### src/itm_pkg.sv
// Notes on behaviour
// - Hidden 16-bit up-counter on count clock.
// - Compare register, 16-bit transfers only, resets zero.
// - Control register, byte access, resets zero.
// - Run enable bit 7 stops and resets.
// - Bits 2..0 divide clock by two-power.
// - Stopped counter all ones, rolls to zero.
// - Match clears counter and raises interrupt.
// - Period is compare plus one counts.
// - Compare zero: match every count clock.
// - Compare all ones: full count, then match.
// - First match one count clock late.
// - Clear-and-restart only, no free running.
package itm_pkg;

  // ----------------------------------------------------------------
  // Register map, byte addresses on the Avalon bus.
  // ----------------------------------------------------------------
  localparam logic [31:0] ITM_CTRL_ADDR = 32'hFFFF_F540; // Control register.
  localparam logic [31:0] ITM_CMP_ADDR = 32'hFFFF_F544; // Compare register.
  localparam logic [31:0] ITM_STAT_ADDR = 32'hFFFF_F548; // Sticky interrupt status.
  localparam logic [31:0] ITM_MASK_ADDR = 32'hFFFF_F54C; // Interrupt mask.

  // ----------------------------------------------------------------
  // Field positions and reset values.
  // ----------------------------------------------------------------
  localparam int ITM_RUN_BIT = 7; // Run enable position in control.
  localparam int ITM_SEL_W = 3; // Width of the clock select field.
  localparam int ITM_CNT_W = 16; // Counter and compare width.
  localparam int ITM_PRE_W = 7; // Prescaler width, divide by up to 128.
  localparam logic [15:0] ITM_CNT_ALL = 16'hFFFF; // Counter value while stopped.
  localparam logic [15:0] ITM_CNT_ZERO = 16'h0000; // Counter value after a match.
  localparam logic [15:0] ITM_CMP_RST = 16'h0000; // Compare reset value.
  localparam logic [2:0] ITM_SEL_RST = 3'h0; // Clock select reset value.
  localparam logic [3:0] ITM_BE_CTRL = 4'h1; // Lane holding the control byte.
  localparam logic [3:0] ITM_BE_CMP = 4'h3; // Lanes a compare write must hold.
  localparam logic [31:0] ITM_RD_ZERO = 32'h0000_0000; // Answer for unmapped reads.

  // Control register as stored; bits 6..3 are not stored and read zero.
  typedef struct packed {
    logic run; // Run enable.
    logic [2:0] sel; // Count clock select.
  } itm_ctrl_s;

  // One Avalon request as seen by the slave.
  typedef struct packed {
    logic [31:0] addr; // Byte address.
    logic rd; // Read strobe.
    logic wr; // Write strobe.
    logic [31:0] wdata; // Write data.
    logic [3:0] be; // Byte enables.
  } itm_req_s;

endpackage : itm_pkg

### src/itm_top.sv
// Added by the designer: register access over Avalon-MM.
`timescale 1ns/100ps
`default_nettype none
module itm_top (
  input wire logic clk_i,
  input wire logic reset_n_i,
  input wire logic [31:0] avs_address_i,
  input wire logic avs_read_i,
  input wire logic avs_write_i,
  input wire logic [31:0] avs_writedata_i,
  input wire logic [3:0] avs_byteenable_i,
  output logic [31:0] avs_readdata_o,
  output logic avs_waitrequest_o,
  output logic match_irq_o,
  output logic irq_o
);

  // ----------------------------------------------------------------
  // Declarations.
  // ----------------------------------------------------------------
  itm_pkg::itm_req_s req; // Bundled bus request.
  itm_pkg::itm_ctrl_s ctrl_q; // Run enable and clock select.
  logic [itm_pkg::ITM_CNT_W-1:0] cmp_q; // Compare register.
  logic [itm_pkg::ITM_CNT_W-1:0] cnt_q; // Hidden counter.
  logic [itm_pkg::ITM_PRE_W-1:0] pre_q; // Prescaler of the peripheral clock.
  logic started_q; // High once the first count clock after start has passed.
  logic tick; // One-cycle count clock enable.
  logic match_q; // Match pulse register.
  logic stat_q; // Sticky match status.
  logic mask_q; // Match interrupt mask.
  logic irq_q; // Level interrupt register.
  logic wait_q; // Waitrequest register.
  logic [31:0] rdata_q; // Read data register.
  logic wr_go; // Write takes effect this edge.
  logic [itm_pkg::ITM_PRE_W-1:0] pre_mask; // Low prescaler bits that must be ones.

  assign req = '{addr: avs_address_i, rd: avs_read_i, wr: avs_write_i,
                 wdata: avs_writedata_i, be: avs_byteenable_i};

  // Decodes an address against one register address.
  function automatic logic hit(input logic [31:0] a, input logic [31:0] reg_addr);
    hit = (a == reg_addr);
  endfunction : hit

  // ----------------------------------------------------------------
  // Avalon slave handshake.
  // ----------------------------------------------------------------

  // Waitrequest drops for one cycle per request, then rises again.
  always_ff @(posedge clk_i or negedge reset_n_i) begin
    if (!reset_n_i) begin
      wait_q <= 1'b1;
    end else if ((req.rd || req.wr) && wait_q) begin
      wait_q <= 1'b0;
    end else begin
      wait_q <= 1'b1;
    end
  end

  // A write lands at the edge where the master sees waitrequest low.
  assign wr_go = req.wr && !wait_q;

  // Read data is loaded one edge before the master takes it.
  always_ff @(posedge clk_i or negedge reset_n_i) begin
    if (!reset_n_i) begin
      rdata_q <= itm_pkg::ITM_RD_ZERO;
    end else if (req.rd && wait_q) begin
      if (hit(req.addr, itm_pkg::ITM_CTRL_ADDR)) begin
        rdata_q <= {24'h00_0000, ctrl_q.run, 4'h0, ctrl_q.sel};
      end else if (hit(req.addr, itm_pkg::ITM_CMP_ADDR)) begin
        rdata_q <= {16'h0000, cmp_q};
      end else if (hit(req.addr, itm_pkg::ITM_STAT_ADDR)) begin
        rdata_q <= {31'h0000_0000, stat_q};
      end else if (hit(req.addr, itm_pkg::ITM_MASK_ADDR)) begin
        rdata_q <= {31'h0000_0000, mask_q};
      end else begin
        rdata_q <= itm_pkg::ITM_RD_ZERO;
      end
    end
  end

  // ----------------------------------------------------------------
  // Software registers.
  // ----------------------------------------------------------------

  // Control register; only the low byte lane carries it.
  always_ff @(posedge clk_i or negedge reset_n_i) begin
    if (!reset_n_i) begin
      ctrl_q <= '{run: 1'b0, sel: itm_pkg::ITM_SEL_RST};
    end else if (wr_go && hit(req.addr, itm_pkg::ITM_CTRL_ADDR) && req.be[0]) begin
      ctrl_q.run <= req.wdata[itm_pkg::ITM_RUN_BIT];
      ctrl_q.sel <= req.wdata[itm_pkg::ITM_SEL_W-1:0];
    end
  end

  // Compare register; partial-width writes are dropped.
  always_ff @(posedge clk_i or negedge reset_n_i) begin
    if (!reset_n_i) begin
      cmp_q <= itm_pkg::ITM_CMP_RST;
    end else if (wr_go && hit(req.addr, itm_pkg::ITM_CMP_ADDR)
                 && ((req.be & itm_pkg::ITM_BE_CMP) == itm_pkg::ITM_BE_CMP)) begin
      cmp_q <= req.wdata[itm_pkg::ITM_CNT_W-1:0];
    end
  end

  // Mask register.
  always_ff @(posedge clk_i or negedge reset_n_i) begin
    if (!reset_n_i) begin
      mask_q <= 1'b0;
    end else if (wr_go && hit(req.addr, itm_pkg::ITM_MASK_ADDR) && req.be[0]) begin
      mask_q <= req.wdata[0];
    end
  end

  // Sticky status; a match in the clearing cycle wins over the clear.
  always_ff @(posedge clk_i or negedge reset_n_i) begin
    if (!reset_n_i) begin
      stat_q <= 1'b0;
    end else if (match_q) begin
      stat_q <= 1'b1;
    end else if (wr_go && hit(req.addr, itm_pkg::ITM_STAT_ADDR) && req.be[0] && req.wdata[0]) begin
      stat_q <= 1'b0;
    end
  end

  // Level interrupt, high while the unmasked status bit is set.
  always_ff @(posedge clk_i or negedge reset_n_i) begin
    if (!reset_n_i) begin
      irq_q <= 1'b0;
    end else begin
      irq_q <= stat_q && mask_q;
    end
  end

  // ----------------------------------------------------------------
  // Count clock generation.
  // ----------------------------------------------------------------

  // Prescaler runs only while enabled; stopping holds the count clock low.
  always_ff @(posedge clk_i or negedge reset_n_i) begin
    if (!reset_n_i) begin
      pre_q <= '0;
    end else if (!ctrl_q.run) begin
      pre_q <= '0;
    end else begin
      pre_q <= pre_q + 1'b1;
    end
  end

  // Select 0 ticks every cycle; select k ticks when k low bits are ones.
  assign pre_mask = itm_pkg::ITM_PRE_W'((1 << ctrl_q.sel) - 1);
  assign tick = ctrl_q.run && ((pre_q & pre_mask) == pre_mask);

  // ----------------------------------------------------------------
  // Counter and match.
  // ----------------------------------------------------------------

  // First tick after start rolls all ones to zero without matching.
  always_ff @(posedge clk_i or negedge reset_n_i) begin
    if (!reset_n_i) begin
      started_q <= 1'b0;
    end else if (!ctrl_q.run) begin
      started_q <= 1'b0;
    end else if (tick) begin
      started_q <= 1'b1;
    end
  end

  // Counter clears on a match and on the first tick after start; on other ticks it steps up by one.
  always_ff @(posedge clk_i or negedge reset_n_i) begin
    if (!reset_n_i) begin
      cnt_q <= itm_pkg::ITM_CNT_ALL;
    end else if (!ctrl_q.run) begin
      cnt_q <= itm_pkg::ITM_CNT_ALL;
    end else if (tick) begin
      if (!started_q) begin
        cnt_q <= itm_pkg::ITM_CNT_ZERO;
      end else if (cnt_q == cmp_q) begin
        cnt_q <= itm_pkg::ITM_CNT_ZERO;
      end else begin
        cnt_q <= cnt_q + 1'b1;
      end
    end
  end

  // Match request pulses for one cycle per match.
  always_ff @(posedge clk_i or negedge reset_n_i) begin
    if (!reset_n_i) begin
      match_q <= 1'b0;
    end else begin
      match_q <= tick && started_q && (cnt_q == cmp_q);
    end
  end

  // ----------------------------------------------------------------
  // Outputs.
  // ----------------------------------------------------------------
  assign avs_readdata_o = rdata_q;
  assign avs_waitrequest_o = wait_q;
  assign match_irq_o = match_q;
  assign irq_o = irq_q;
endmodule : itm_top
`default_nettype wire
### config.mk
export PLATFORM = sky130hd
export DESIGN_NAME = itm_top
export DESIGN_NICKNAME = d
export VERILOG_FILES = /design/src/itm_pkg.sv /design/src/itm_top.sv
export SDC_FILE = /design/constraint.sdc
export NUM_CORES = 1
export LEC_CHECK = 0
export BUFFER_PORTS_ARGS = -buffer_cell sky130_fd_sc_hd__buf_2
export CAP_MARGIN = 20
export CORE_MARGIN = 5
export CORE_UTILIZATION = 40
export CTS_CLUSTER_SIZE = 28
export DETAILED_ROUTE_END_ITERATION = 16
export MAX_ROUTING_LAYER = met4
export PLACE_DENSITY = 0.65
export SETUP_SLACK_MARGIN = 0.15
export SLEW_MARGIN = 20
export SYNTH_ARGS = -nofsm -noshare
export SYNTH_HDL_FRONTEND = slang
export SYNTH_SLANG_ARGS = --single-unit
### constraint.sdc
create_clock -name clk_i -period 2.64 [get_ports clk_i]
set_clock_uncertainty 0.05 [all_clocks]
set_input_delay 0.132 -clock clk_i [delete_from_list [all_inputs] [get_ports clk_i]]
set_output_delay 0.132 -clock clk_i [all_outputs]
set_load 0.03 [all_outputs]
==> key figures, run 1 <==
Status
  • Outcome: complete, no violations

Timing
  • Period utilization: 90.2%
  • Fin. max-slew vios: 0
  • Slew @ Worst Pin: around 890 ps
  • Unrepaired setup endpoints after global routing: no
  • Slew headroom: 40.8%
  • Final hold vios: 0
  • Post-layout min period: roughly 2400 ps
  • FMAX: 420 MHz
  • # setup viols final: 0
  • Setup TNS: 0 ps

Cells and area
  • Final Non-Filler Cells: around 520
  • Synthesis-to-finish area growth: 24.5%
  • Share of layout cells above drive strength 1: 34.3%
  • Inserted Diodes: 0
  • Nets: 480
  • Fill cells: 736

Clock tree
  • Bufs on Longest Clock Path: 2
  • H-Tree Depth: 3
  • CTS tree: built
  • CTS root buf: clkbuf_8
  • CTS sink count: 65
  • Cts repair resizes: 0
  • Clk Latency, worst-skew pair: approximately 340 ps
  • Num CTS Buffers: 9
  • Clock transition at path regs: about 70 ps
  • Post-CTS setup buffers: 0

Global route
  • Initial antenna violation count: 0
  • Met1 usage: between 20% and 30%
  • Gr ovfl total: 0
  • Largest net degree at the start of global routing: between 60 and 70
  • Vias in the first global route: roughly 2600
  • GR peak layer: met2
  • First-pass GRT wire length: ~13 mm
  • GR Util met2: around a quarter
  • Met3 usage: 2.25%
  • Gr usage total: about 16%

Logic synthesis
  • Adder-Cell Fraction of Synth Area: less than 1%
  • Yosys warnings: 0
  • Synth cell types: 51
  • FF+latch count, synth: 65
  • Seq/Total Area, Yosys: between 40% and 50%
  • Cell count after synthesis: 315
  • Syn avg cell area: 10.7 µm²
  • Synth top area share: between 30% and 40%
  • Post-synth top area cell: dfrtp_1
  • Compound-Gate Fraction of Synth Area: 10.9%
  • Syn Std Cell Area: 3380 µm²
  • FFs w/ async S/R, synth: between 90% and 100%
  • Prevailing post-synth register cell: dfrtp_1
  • Post-synthesis simple-gate area fraction: roughly a fifth
  • Synth top area cells: dfrtp_1 35%, dfstp_2 13%, mux2_2 7.0%, xor2_1 4.4%, nand4_1 4.1%
  • Post-synthesis mux area share: 8.54%
  • EDFF count, synth: 0
  • Fraction of synthesized cell area in xor and xnor cells: 5.43%
  • Largest family of logic cells by synthesized area: simple AND/OR/NAND/NOR gates

Floorplanning
  • Die Height: between 100 and 150 µm
  • Die area: 10400 µm²
  • Num rows: 33
  • Io pins: ~110
  • Die X: a little over 100 µm
  • Initial Utilization: 41.2%
  • Area of the core: approximately 8000 µm²

Worst setup path
  • Critical path peak fanout: 6
  • CP Class: register to register
  • WP data arrival: about 2600 ps
  • Crit path max-delay family: simple AND/OR/NAND/NOR gates
  • Worst Setup End Kind: register
  • Req. time, crit path: ~2800 ps
  • CP max stage delay: ~570 ps
  • CP Cell Sequence: ha_1 > inv_1 > or4_4 > or2_1 > or4_1 > o221ai_1
  • Crit start category: register
  • CP bufs+invs: 1
  • Slowest CP cell: dfstp_2

Drt
  • Vias per inst: 5.16
  • Via count: roughly 2700
  • Final ANT Viol Nets: 0
  • Routed Wire Length: ~7.7 mm
  • Pre-antenna DRT Iters: 4
  • Residual DRC: 0
  • Iter 0 DRT Violations: ~210
  • Routed wire per std cell: approximately 15 µm

Power
  • Lkg Pwr: ~2.1 nW
  • Worst vdd ir: between 0.0002 and 0.00025 V
  • P per Cell Area: roughly 500 nW/µm²

Job
  • Max Cap Viol: 0

Place
  • DPL Wire Length: 5.56 mm
  • Placed cell count: ~480
  • Number of port buffers: a little over 70
  • RePlAce Congestion: 0.828

Hold path
  • HP Class: primary input to register
layer usage:
metal | vias up | share of wire, %
met2 | 74 | 49
met1 | 1266 | 45
met5 | - | 0
li1 | 1314 | -
met4 | 0 | 1.6
met3 | 9 | 5.0
power breakdown:
group | switching, mW | leakage, nW | internal, mW
clock network | 0.375 | 0.106 | 0.556
registers | 0.00305 | 0.850 | 1.00
logic | 0.0846 | 1.13 | 0.0581
total | 0.462 | 2.08 | 1.61
synth_stat cells, drive strengths merged (2+ instances only):
| library cell | n |
|---|---|
| a22o | 12 |
| a31oi | 10 |
| a32oi | 2 |
| and2 | 12 |
| buf | 20 |
| clkbuf | 11 |
| dfrtp | 48 |
| dfstp | 17 |
| ha | 2 |
| inv | 10 |
| mux2 | 21 |
| mux2i | 3 |
| nand2 | 24 |
| nand2b | 5 |
| nand3 | 12 |
| nand4 | 22 |
| nor2 | 5 |
| nor2b | 2 |
| nor3 | 4 |
| nor4 | 7 |
| o211ai | 2 |
| o21ai | 4 |
| o221ai | 9 |
| o311ai | 2 |
| or2 | 4 |
| or3 | 4 |
| or4 | 4 |
| xnor2 | 4 |
| xor2 | 17 |
area by class of cell:
cell class	instances	area, µm²	share of cell area, %
multi-input combinational	224	1580	37.4
clock inverter	5	80.1	1.90
tap	105	131	3.12
inverter	10	37.5	0.891
clock buffer	11	141	3.36
timing repair buffer	96	598	14.2
sequential	65	1650	39.1
through the flow:
step | hold slack [ps] | area (µm²) | util [%] | setup slack (ps) | total power [mW]
floorplan | -214 | 3440 | - | 402 | 1.09
global placement | 122 | 3810 | 46.4 | 305 | 1.14
detailed placement | 127 | 3810 | 46.4 | 294 | 1.14
CTS | 12.0 | 4210 | 51.3 | 272 | 2.10
global route | 25.5 | 4210 | 51.3 | 152 | 2.16
finish | 34.4 | 4210 | 51.3 | 259 | 2.08
placed cells by master (no fill, tap or decap), types with 2 or more instances in the layout:
cell type	netlist	layout
inv_1	10	10
a32oi_1	2	2
or3_1	4	4
nor4_1	7	7
o211ai_1	2	2
xor2_1	17	17
nand2_1	24	24
a22o_1	12	12
o21ai_0	4	4
nor2_1	5	5
bufinv_16	0	2
o221ai_1	9	9
or2_2	3	3
buf_4	16	5
and2_1	12	12
or4_1	2	2
nor2b_1	2	2
clkinvlp_4	0	2
o311ai_0	2	2
or4_4	2	2
nand2b_1	5	5
dfstp_2	17	17
buf_2	1	72
nand3_1	10	10
dfrtp_1	48	48
nand4_1	22	22
a31oi_1	10	10
dlygate4sd3_1	0	18
clkbuf_8	0	10
ha_1	2	2
nand3_2	2	2
conb_1	1	16
mux2i_1	3	3
mux2_2	21	21
xnor2_1	4	4
nor3_1	3	3
path summary, 6_finish.rpt:
| check | end | cells after the start | slack, ps | from |
|---|---|---|---|---|
| worst max-delay path | cnt_q[14] | 6 | 260 | cnt_q[0] |
| worst min register to register | avs_readdata_o[0] | 2 | 410 | avs_readdata_o[0] |
| min in group asynchronous | pre_q[4] | 3 | 280 | reset_n_i |
| max in group asynchronous | cnt_q[15] | 3 | 1920 | reset_n_i |
| worst min-delay path | mask_q | 2 | 30 | avs_writedata_i[0] |
| worst max register to register | cnt_q[14] | 6 | 260 | cnt_q[0] |
sequential cells by signal, summed over array words and instances, names as in the netlist:
register and count:
stat_q 1, avs_readdata_o 16, started_q 1, avs_waitrequest_o 1, mask_q 1, pre_q 7
cnt_q 16, ctrl_q 4, cmp_q 16, match_irq_o 1, irq_o 1
logic make-up after synthesis:
group                    Yosys count
AND/OR/NAND/NOR                  112
flip-flops                        65
AO/OA/AOI/OAI                     48
buffers and inverters             41
multiplexers                      25
XOR/XNOR                          21
adder cells (fa/ha/maj)            2
other                              1
repair_timing:
action / in CTS / in global routing
endpoints found under the setup margin: 0 / 0
hold buffers: 18 / 0
hold endpoints to repair: 66 / 0
Note: power is estimated with default switching activity, not from simulation.
==> run 2, diff against run 1 <==
--- a/config.mk
+++ b/config.mk
@@ -8,11 +8,11 @@
 export BUFFER_PORTS_ARGS = -buffer_cell sky130_fd_sc_hd__buf_2
 export CAP_MARGIN = 20
 export CORE_MARGIN = 5
-export CORE_UTILIZATION = 40
+export CORE_UTILIZATION = 45
 export CTS_CLUSTER_SIZE = 28
 export DETAILED_ROUTE_END_ITERATION = 16
 export MAX_ROUTING_LAYER = met4
-export PLACE_DENSITY = 0.65
+export PLACE_DENSITY = 0.75
 export SETUP_SLACK_MARGIN = 0.15
 export SLEW_MARGIN = 20
 export SYNTH_ARGS = -nofsm -noshare
==> constraint.sdc (replaced) <==
create_clock -name clk_i -period 2 [get_ports clk_i]
set_clock_uncertainty 0.05 [all_clocks]
set_input_delay 0.1 -clock clk_i [delete_from_list [all_inputs] [get_ports clk_i]]
set_output_delay 0.1 -clock clk_i [all_outputs]
set_load 0.03 [all_outputs]
==> run 2 against run 1 <==
Against the previous run:
- die area decreased by 10%
- the flow now finishes with violations (negative setup slack)
- utilization rose by 12 points
- combinational power rose by 36%
- clock-buffer cell count did not move
- register-to-register slack got worse by 420 ps
- critical path type unchanged
- global-route usage is 3.3 points higher
==> key figures, run 2 (synthesis results as in run 1) <==
Timing
  • Final WS setup: -162 ps (-420 ps)
  • Slew headroom: 40.9% (+0.079 points)
  • Period utilization: 108% (+18 points)
  • Slew @ Worst Pin: 887 ps (-1.19 ps)
  • Fin. max-slew vios: 0 (unchanged)
  • FMAX: 463 MHz (+10%)
  • # setup viols final: 6 (+6)
  • Unrepaired setup endpoints after global routing: yes
  • Post-layout min period: 2160 ps (-220 ps)
  • Final hold vios: 0 (unchanged)

Drt
  • Residual DRC: 0 (unchanged)
  • Iter 0 DRT Violations: 168 (-21%)
  • Routed wire per std cell: 16.5 µm (+10%)
  • Routed Wire Length: 8.85 mm (+14%)
  • Pre-antenna DRT Iters: 4 (unchanged)
  • Vias per inst: 5.51 (+6.9%)
  • Final ANT Viol Nets: 0 (unchanged)
  • Via count: 2956 (+11%)

Power
  • Lkg Pwr: 2.27 nW (+8.8%)
  • Net Sw Frac: 20.4% (-1.9 points)
  • Int Pwr: 2.42 mW (+50%)
  • P per Cell Area: 654 nW/µm² (+33%)
  • Seq pwr share: 43.6% (-4.7 points)
  • Power share of the clock group: 50.0% (+5.2 points)
  • Sw power: 0.620 mW (+34%)
  • Worst vdd ir: 0.000326 V (+61%)
  • Comb pwr share: 6.4% (-0.5 points)

Global route
  • Largest net degree at the start of global routing: 42 (-36%)
  • Gr usage total: 19.1% (+3.3 points)
  • Initial antenna violation count: 0 (unchanged)
  • Vias in the first global route: 2987 (+14%)
  • First-pass GRT wire length: 14.5 mm (+15%)
  • Gr ovfl total: 0 (unchanged)

Cells and area
  • Nets: 506 (+5.4%)
  • Share of layout cells above drive strength 1: 42.1% (+7.8 points)
  • Final Non-Filler Cells: 536 (+3.9%)
  • Commonest non-fill, non-tap cells in the layout: 72 x buf_2, 48 x dfrtp_1, 24 x nand2_1
  • Synthesis-to-finish area growth: 37.3%
  • Fill cells: 554 (-25%)
  • Area occupied by multi-input gates: 1700 µm² (+7.9%)
  • Reg area: 1650 µm² (unchanged)
  • Commonest non-fill, non-tap cell in the layout: buf_2
  • Inserted Diodes: 0 (unchanged)

Worst setup path
  • CP Class: register to register
  • Crit start category: register
  • Reg2reg start: cnt_q[1]
  • FF-to-FF setup slack: -160 ps (-420 ps)
  • FF-to-FF End: cnt_q[14]
  • Critical path peak fanout: 3 (-3)
  • Req. time, crit path: 2210 ps (-630 ps)
  • Worst Setup End Kind: register
  • WP data arrival: 2370 ps (-210 ps)
  • R2r worst-path depth: 6 (unchanged)

Hold path
  • Hold Path Stages: 3 (+1)
  • Hold Path Sink: stat_q
  • HP Class: primary input to register
  • Hold wc startpoint: avs_address_i[3]

Floorplanning
  • Die area: 9360 µm² (-10%)
  • Num rows: 31 (-6.1%)
  • Initial Utilization: 46.4% (+5.2 points)
  • Die Height: 96.7 µm (-5.2%)
  • Die X: 96.7 µm (-5.2%)
  • Area of the core: 7290 µm² (-11%)
  • Io pins: 107 (unchanged)

Clock tree
  • CTS tree: built
  • Num CTS Buffers: 9 (unchanged)
  • Clock transition at path regs: 70 ps (about the same)
  • Bufs on Longest Clock Path: 2 (unchanged)
  • CTS root buf: clkbuf_8
  • Clk Latency, worst-skew pair: 340 ps (about the same)
  • H-Tree Depth: 3 (unchanged)
  • CTS sink count: 65 (unchanged)

Place
  • Placed cell count: 493 (+2.3%)
  • Pre-CTS WS: -162 ps (-455 ps)
  • RePlAce Congestion: 0.880 (+6.3%)
  • DPL Wire Length: 6.13 mm (+10%)
  • Number of port buffers: 72 (unchanged)

Status
  • Outcome: finished with violations
  • Failing checks: negative setup slack

Job
  • Max Cap Viol: 0 (unchanged)
==> run 2: cell types whose count changed in the layout (fill, tap and decap cells not counted), moves of 3 or more <==
cell and change:
buf_4 +12, or2_4 +3, buf_6 +10, a31oi_1 -3
==> run 2: layer usage <==
metal,wire length (µm),vias up,GRT usage [%]
met5,0,-,-
met2,4460,107,32.1
li1,-,1370,-
met3,577,14,5.32
met1,3680,1465,22.1
met4,125,0,6.59
==> run 2: timing repair <==
item	4_1_cts	5_1_grt
hold buffers	20	0
endpoints found under the hold margin	36	0
setup buffers	5	1
cloned	1	0
setup endpoints to repair	16	17
pin swaps	26	9
resized for setup	16	15
==> run 2: how the worst max path moves through the flow <==
stage              from         to  cells past startpoint
2_1_floorplan  cnt_q[0]  cnt_q[14]                      6
4_1_cts        cnt_q[1]  cnt_q[14]                      6
6_report       cnt_q[1]  cnt_q[14]                      6
3_5_place_dp   cnt_q[1]  cnt_q[14]                      6
5_1_grt        cnt_q[1]  cnt_q[14]                      6
3_3_place_gp   cnt_q[1]  cnt_q[14]                      6
==> run 2: critical path, cell delays in order, from the launching register on <==
cell	delay (ps)
dfstp_2	570
ha_4	140
inv_2	30
or4_4	430
or2_4	250
or4_4	410
o221ai_2	200
==> run 2: layout make-up <==
class,count,share of cell area (%)
clock buffers,11,3.26
clock inverters,5,2.69
inverters,10,0.808
multi-input cells,224,36.6
flip-flops and latches,65,35.5
well taps,99,2.66
repair buffers,122,18.5
==> run 2: stage by stage <==
stage	instance area, µm²	TNS, ps	hold WS [ps]	power (mW)	util [%]
2_1_floorplan	3470	-127	-246	1.44	-
3_3_place_gp	3970	-263	87.8	1.50	54.4
3_5_place_dp	3970	-309	95.3	1.51	54.4
4_1_cts	4560	-219	48.9	3.06	62.6
5_1_grt	4650	-1790	75.3	3.12	63.7
6_report	4650	-354	66.3	3.04	63.7
==> run 2: power groups by stage <==
stage	clock [mW]	sequential [mW]	combinational (mW)
after floorplan	0	1.35	0.0838
after global placement	0	1.35	0.157
after detailed placement	0	1.35	0.159
after CTS	1.55	1.32	0.192
after global routing	1.58	1.32	0.212
final	1.52	1.32	0.194
==> run 3, diff against run 2 <==
--- a/config.mk
+++ b/config.mk
@@ -5,10 +5,11 @@
 export SDC_FILE = /design/constraint.sdc
 export NUM_CORES = 1
 export LEC_CHECK = 0
-export BUFFER_PORTS_ARGS = -buffer_cell sky130_fd_sc_hd__buf_2
+export BUFFER_PORTS_ARGS = -buffer_cell sky130_fd_sc_hd__clkbuf_2
 export CAP_MARGIN = 20
 export CORE_MARGIN = 5
 export CORE_UTILIZATION = 45
+export CTS_BUF_LIST = sky130_fd_sc_hd__clkbuf_16
 export CTS_CLUSTER_SIZE = 28
 export DETAILED_ROUTE_END_ITERATION = 16
 export MAX_ROUTING_LAYER = met4
==> run 3 against run 2 <==
Against the previous run:
- the flow still finishes with violations (negative setup slack)
- final cell count shrank 0.37%
- final area shrank 1.2%
- setup slack gained 68 ps
- critical path depth did not move
- critical path type unchanged
==> key figures, run 3 (synthesis results as in run 1) <==
Power
  • Sw power: 0.654 mW (+5.4%)
  • Worst vdd ir: 0.000416 V (+28%)
  • Seq pwr share: 44.3% (+0.7 points)
  • Power share of the clock group: 49.3% (-0.7 points)
  • Comb pwr share: 6.4% (about the same)
  • Int Pwr: 2.34 mW (-3.3%)
  • Lkg Pwr: 2.26 nW (-0.49%)
  • P per Cell Area: 652 nW/µm² (-0.35%)
  • Net Sw Frac: 21.8% (+1.4 points)

Cells and area
  • Final Non-Filler Cells: 534 (-0.37%)
  • Synthesis-to-finish area growth: 35.7%
  • Commonest non-fill, non-tap cell in the layout: clkbuf_2
  • Nets: 504 (-0.40%)
  • Commonest non-fill, non-tap cells in the layout: 72 x clkbuf_2, 48 x dfrtp_1, 24 x nand2_1, 24 x buf_4, 22 x nand4_1
  • Share of layout cells above drive strength 1: 40.9% (-1.2 points)
  • Fill cells: 574 (+3.6%)
  • Fin area: 4590 µm² (-1.2%)
  • Inserted Diodes: 0 (unchanged)

Drt
  • Residual DRC: 0 (unchanged)
  • Routed Wire Length: 8.92 mm (+0.83%)
  • Final ANT Viol Nets: 0 (unchanged)
  • Routed wire per std cell: 16.7 µm (+1.2%)
  • Vias per inst: 5.46 (-1.0%)
  • Pre-antenna DRT Iters: 5 (+1)
  • Iter 0 DRT Violations: 163 (-3.0%)
  • Via count: 2915 (-1.4%)

Worst setup path
  • Req. time, crit path: 2190 ps (-20 ps)
  • Critical path peak fanout: 3 (unchanged)
  • Reg2reg start: cnt_q[0]
  • CP max stage delay: 550 ps (-20 ps)
  • R2r worst-path depth: 6 (unchanged)
  • Worst Setup EP: cnt_q[14]
  • CP bufs+invs: 1 (unchanged)
  • First element of the critical path: cnt_q[0]
  • CP Cell Sequence: ha_4 > inv_2 > or4_4 > or2_4 > or4_4 > o221ai_2
  • CP Class: register to register
  • WP data arrival: 2290 ps (-80 ps)
  • Crit start category: register
  • FF-to-FF End: cnt_q[14]
  • CP Depth: 6 (unchanged)
  • Slowest CP cell: dfstp_2
  • Crit path max-delay family: simple AND/OR/NAND/NOR gates
  • Worst path most repeated cell: or4_4
  • FF-to-FF setup slack: -90 ps (+70 ps)
  • Worst Setup End Kind: register

Global route
  • Initial antenna violation count: 0 (unchanged)
  • Met1 usage: 23.0% (+0.85 points)
  • Largest net degree at the start of global routing: 66 (+57%)
  • Gr usage total: 19.6% (+0.46 points)
  • Gr ovfl total: 0 (unchanged)
  • GR peak layer: met2
  • Met3 usage: 5.68% (+0.36 points)
  • GR Util met2: 32.9% (+0.80 points)
  • First-pass GRT wire length: 14.8 mm (+2.0%)
  • Vias in the first global route: 3004 (+0.57%)

Timing
  • Slew @ Worst Pin: 856 ps (-31.6 ps)
  • Final hold vios: 0 (unchanged)
  • Slew headroom: 43.0% (+2.1 points)
  • Setup TNS: -164 ps (+190 ps)
  • Period utilization: 105% (-3.4 points)
  • FMAX: 478 MHz (+3.2%)
  • # setup viols final: 3 (-3)
  • Final WS setup: -93.8 ps (+68.0 ps)
  • Unrepaired setup endpoints after global routing: yes
  • Fin. max-slew vios: 0 (unchanged)
  • Post-layout min period: 2090 ps (-68.0 ps)
  • Hold Worst Slack: 18.1 ps (-48.2 ps)

Place
  • RePlAce Congestion: 0.859 (-2.4%)
  • Placed cell count: 493 (unchanged)
  • Number of port buffers: 72 (unchanged)
  • Area post-placement: 3970 µm² (unchanged)
  • DPL Wire Length: 6.04 mm (-1.5%)

Clock tree
  • Bufs on Longest Clock Path: 2 (unchanged)
  • H-Tree Depth: 3 (unchanged)
  • Clk Latency, worst-skew pair: 320 ps (-20 ps)
  • CTS root buf: clkbuf_16
  • CTS tree: built
  • Num CTS Buffers: 9 (unchanged)
  • CTS sink count: 65 (unchanged)
  • Clock transition at path regs: 50 ps (-20 ps)

Floorplanning
  • Die Height: 96.7 µm (unchanged)
  • Area of the core: 7290 µm² (unchanged)
  • Io pins: 107 (unchanged)
  • Num rows: 31 (unchanged)
  • Die area: 9360 µm² (unchanged)
  • Die X: 96.7 µm (unchanged)
  • Initial Utilization: 46.4% (unchanged)

Status
  • Outcome: finished with violations
  • Failing checks: negative setup slack

Job
  • Max Cap Viol: 0 (unchanged)

Hold path
  • Hold Path Stages: 2 (-1)
  • HP Class: primary input to register
[run 3: cell types whose count changed in the layout (fill, tap and decap cells not counted), moves of 3 or more]
| cell | change |
|---|---|
| buf_4 | +7 |
| buf_2 | -72 |
| clkbuf_8 | -11 |
| bufinv_16 | -3 |
| clkbuf_2 | +72 |
| buf_6 | -7 |
| clkbuf_16 | +9 |
[run 3: through the flow]
stage	utilization (%)	worst slack, ps	power (mW)
final	63.0	-93.8	2.99
after global routing	63.0	-124	3.09
after CTS	61.7	-120	3.01
after detailed placement	54.4	-127	1.51
after global placement	54.4	-81.0	1.50
after floorplan	-	-100	1.44
[run 3: per-layer routing]
metal	vias up	routed length, µm
met1	1432	3700
li1	1365	-
met4	0	144
met5	-	0
met3	14	530
met2	104	4540
[run 3: what timing repair did]
action / in CTS / in global routing
cloned: 0 / 1
setup buffers: 4 / 2
pin swaps: 6 / 6
resized for setup: 8 / 13
hold endpoints to repair: 67 / 0
setup endpoints to repair: 16 / 17
hold buffers: 18 / 0
[run 3: worst min-delay path by stage]
stage / start / endpoint / slack (ps)
2_1_floorplan: reset_n_i / avs_readdata_o[0] / -250
3_3_place_gp: reset_n_i / pre_q[2] / 90
3_5_place_dp: reset_n_i / pre_q[5] / 90
4_1_cts: avs_read_i / avs_readdata_o[0] / 8
5_1_grt: avs_writedata_i[0] / cmp_q[0] / 30
6_report: avs_writedata_i[0] / ctrl_q[0] / 20
[run 3: layout make-up]
type,count,area (µm²),share of cell area (%)
multi-input combinational,224,1690,36.8
sequential,65,1650,35.9
timing repair buffer,120,815,17.7
clock buffer,9,225,4.90
tap,99,124,2.70
clock inverter,7,55.1,1.20
inverter,10,37.5,0.817
[run 3: power groups by stage]
stage | clock network, mW | logic (mW) | registers [mW]
4_1_cts | 1.49 | 0.190 | 1.33
6_report | 1.48 | 0.191 | 1.33
5_1_grt | 1.55 | 0.209 | 1.33
3_5_place_dp | 0 | 0.160 | 1.35
3_3_place_gp | 0 | 0.157 | 1.35
2_1_floorplan | 0 | 0.0838 | 1.35
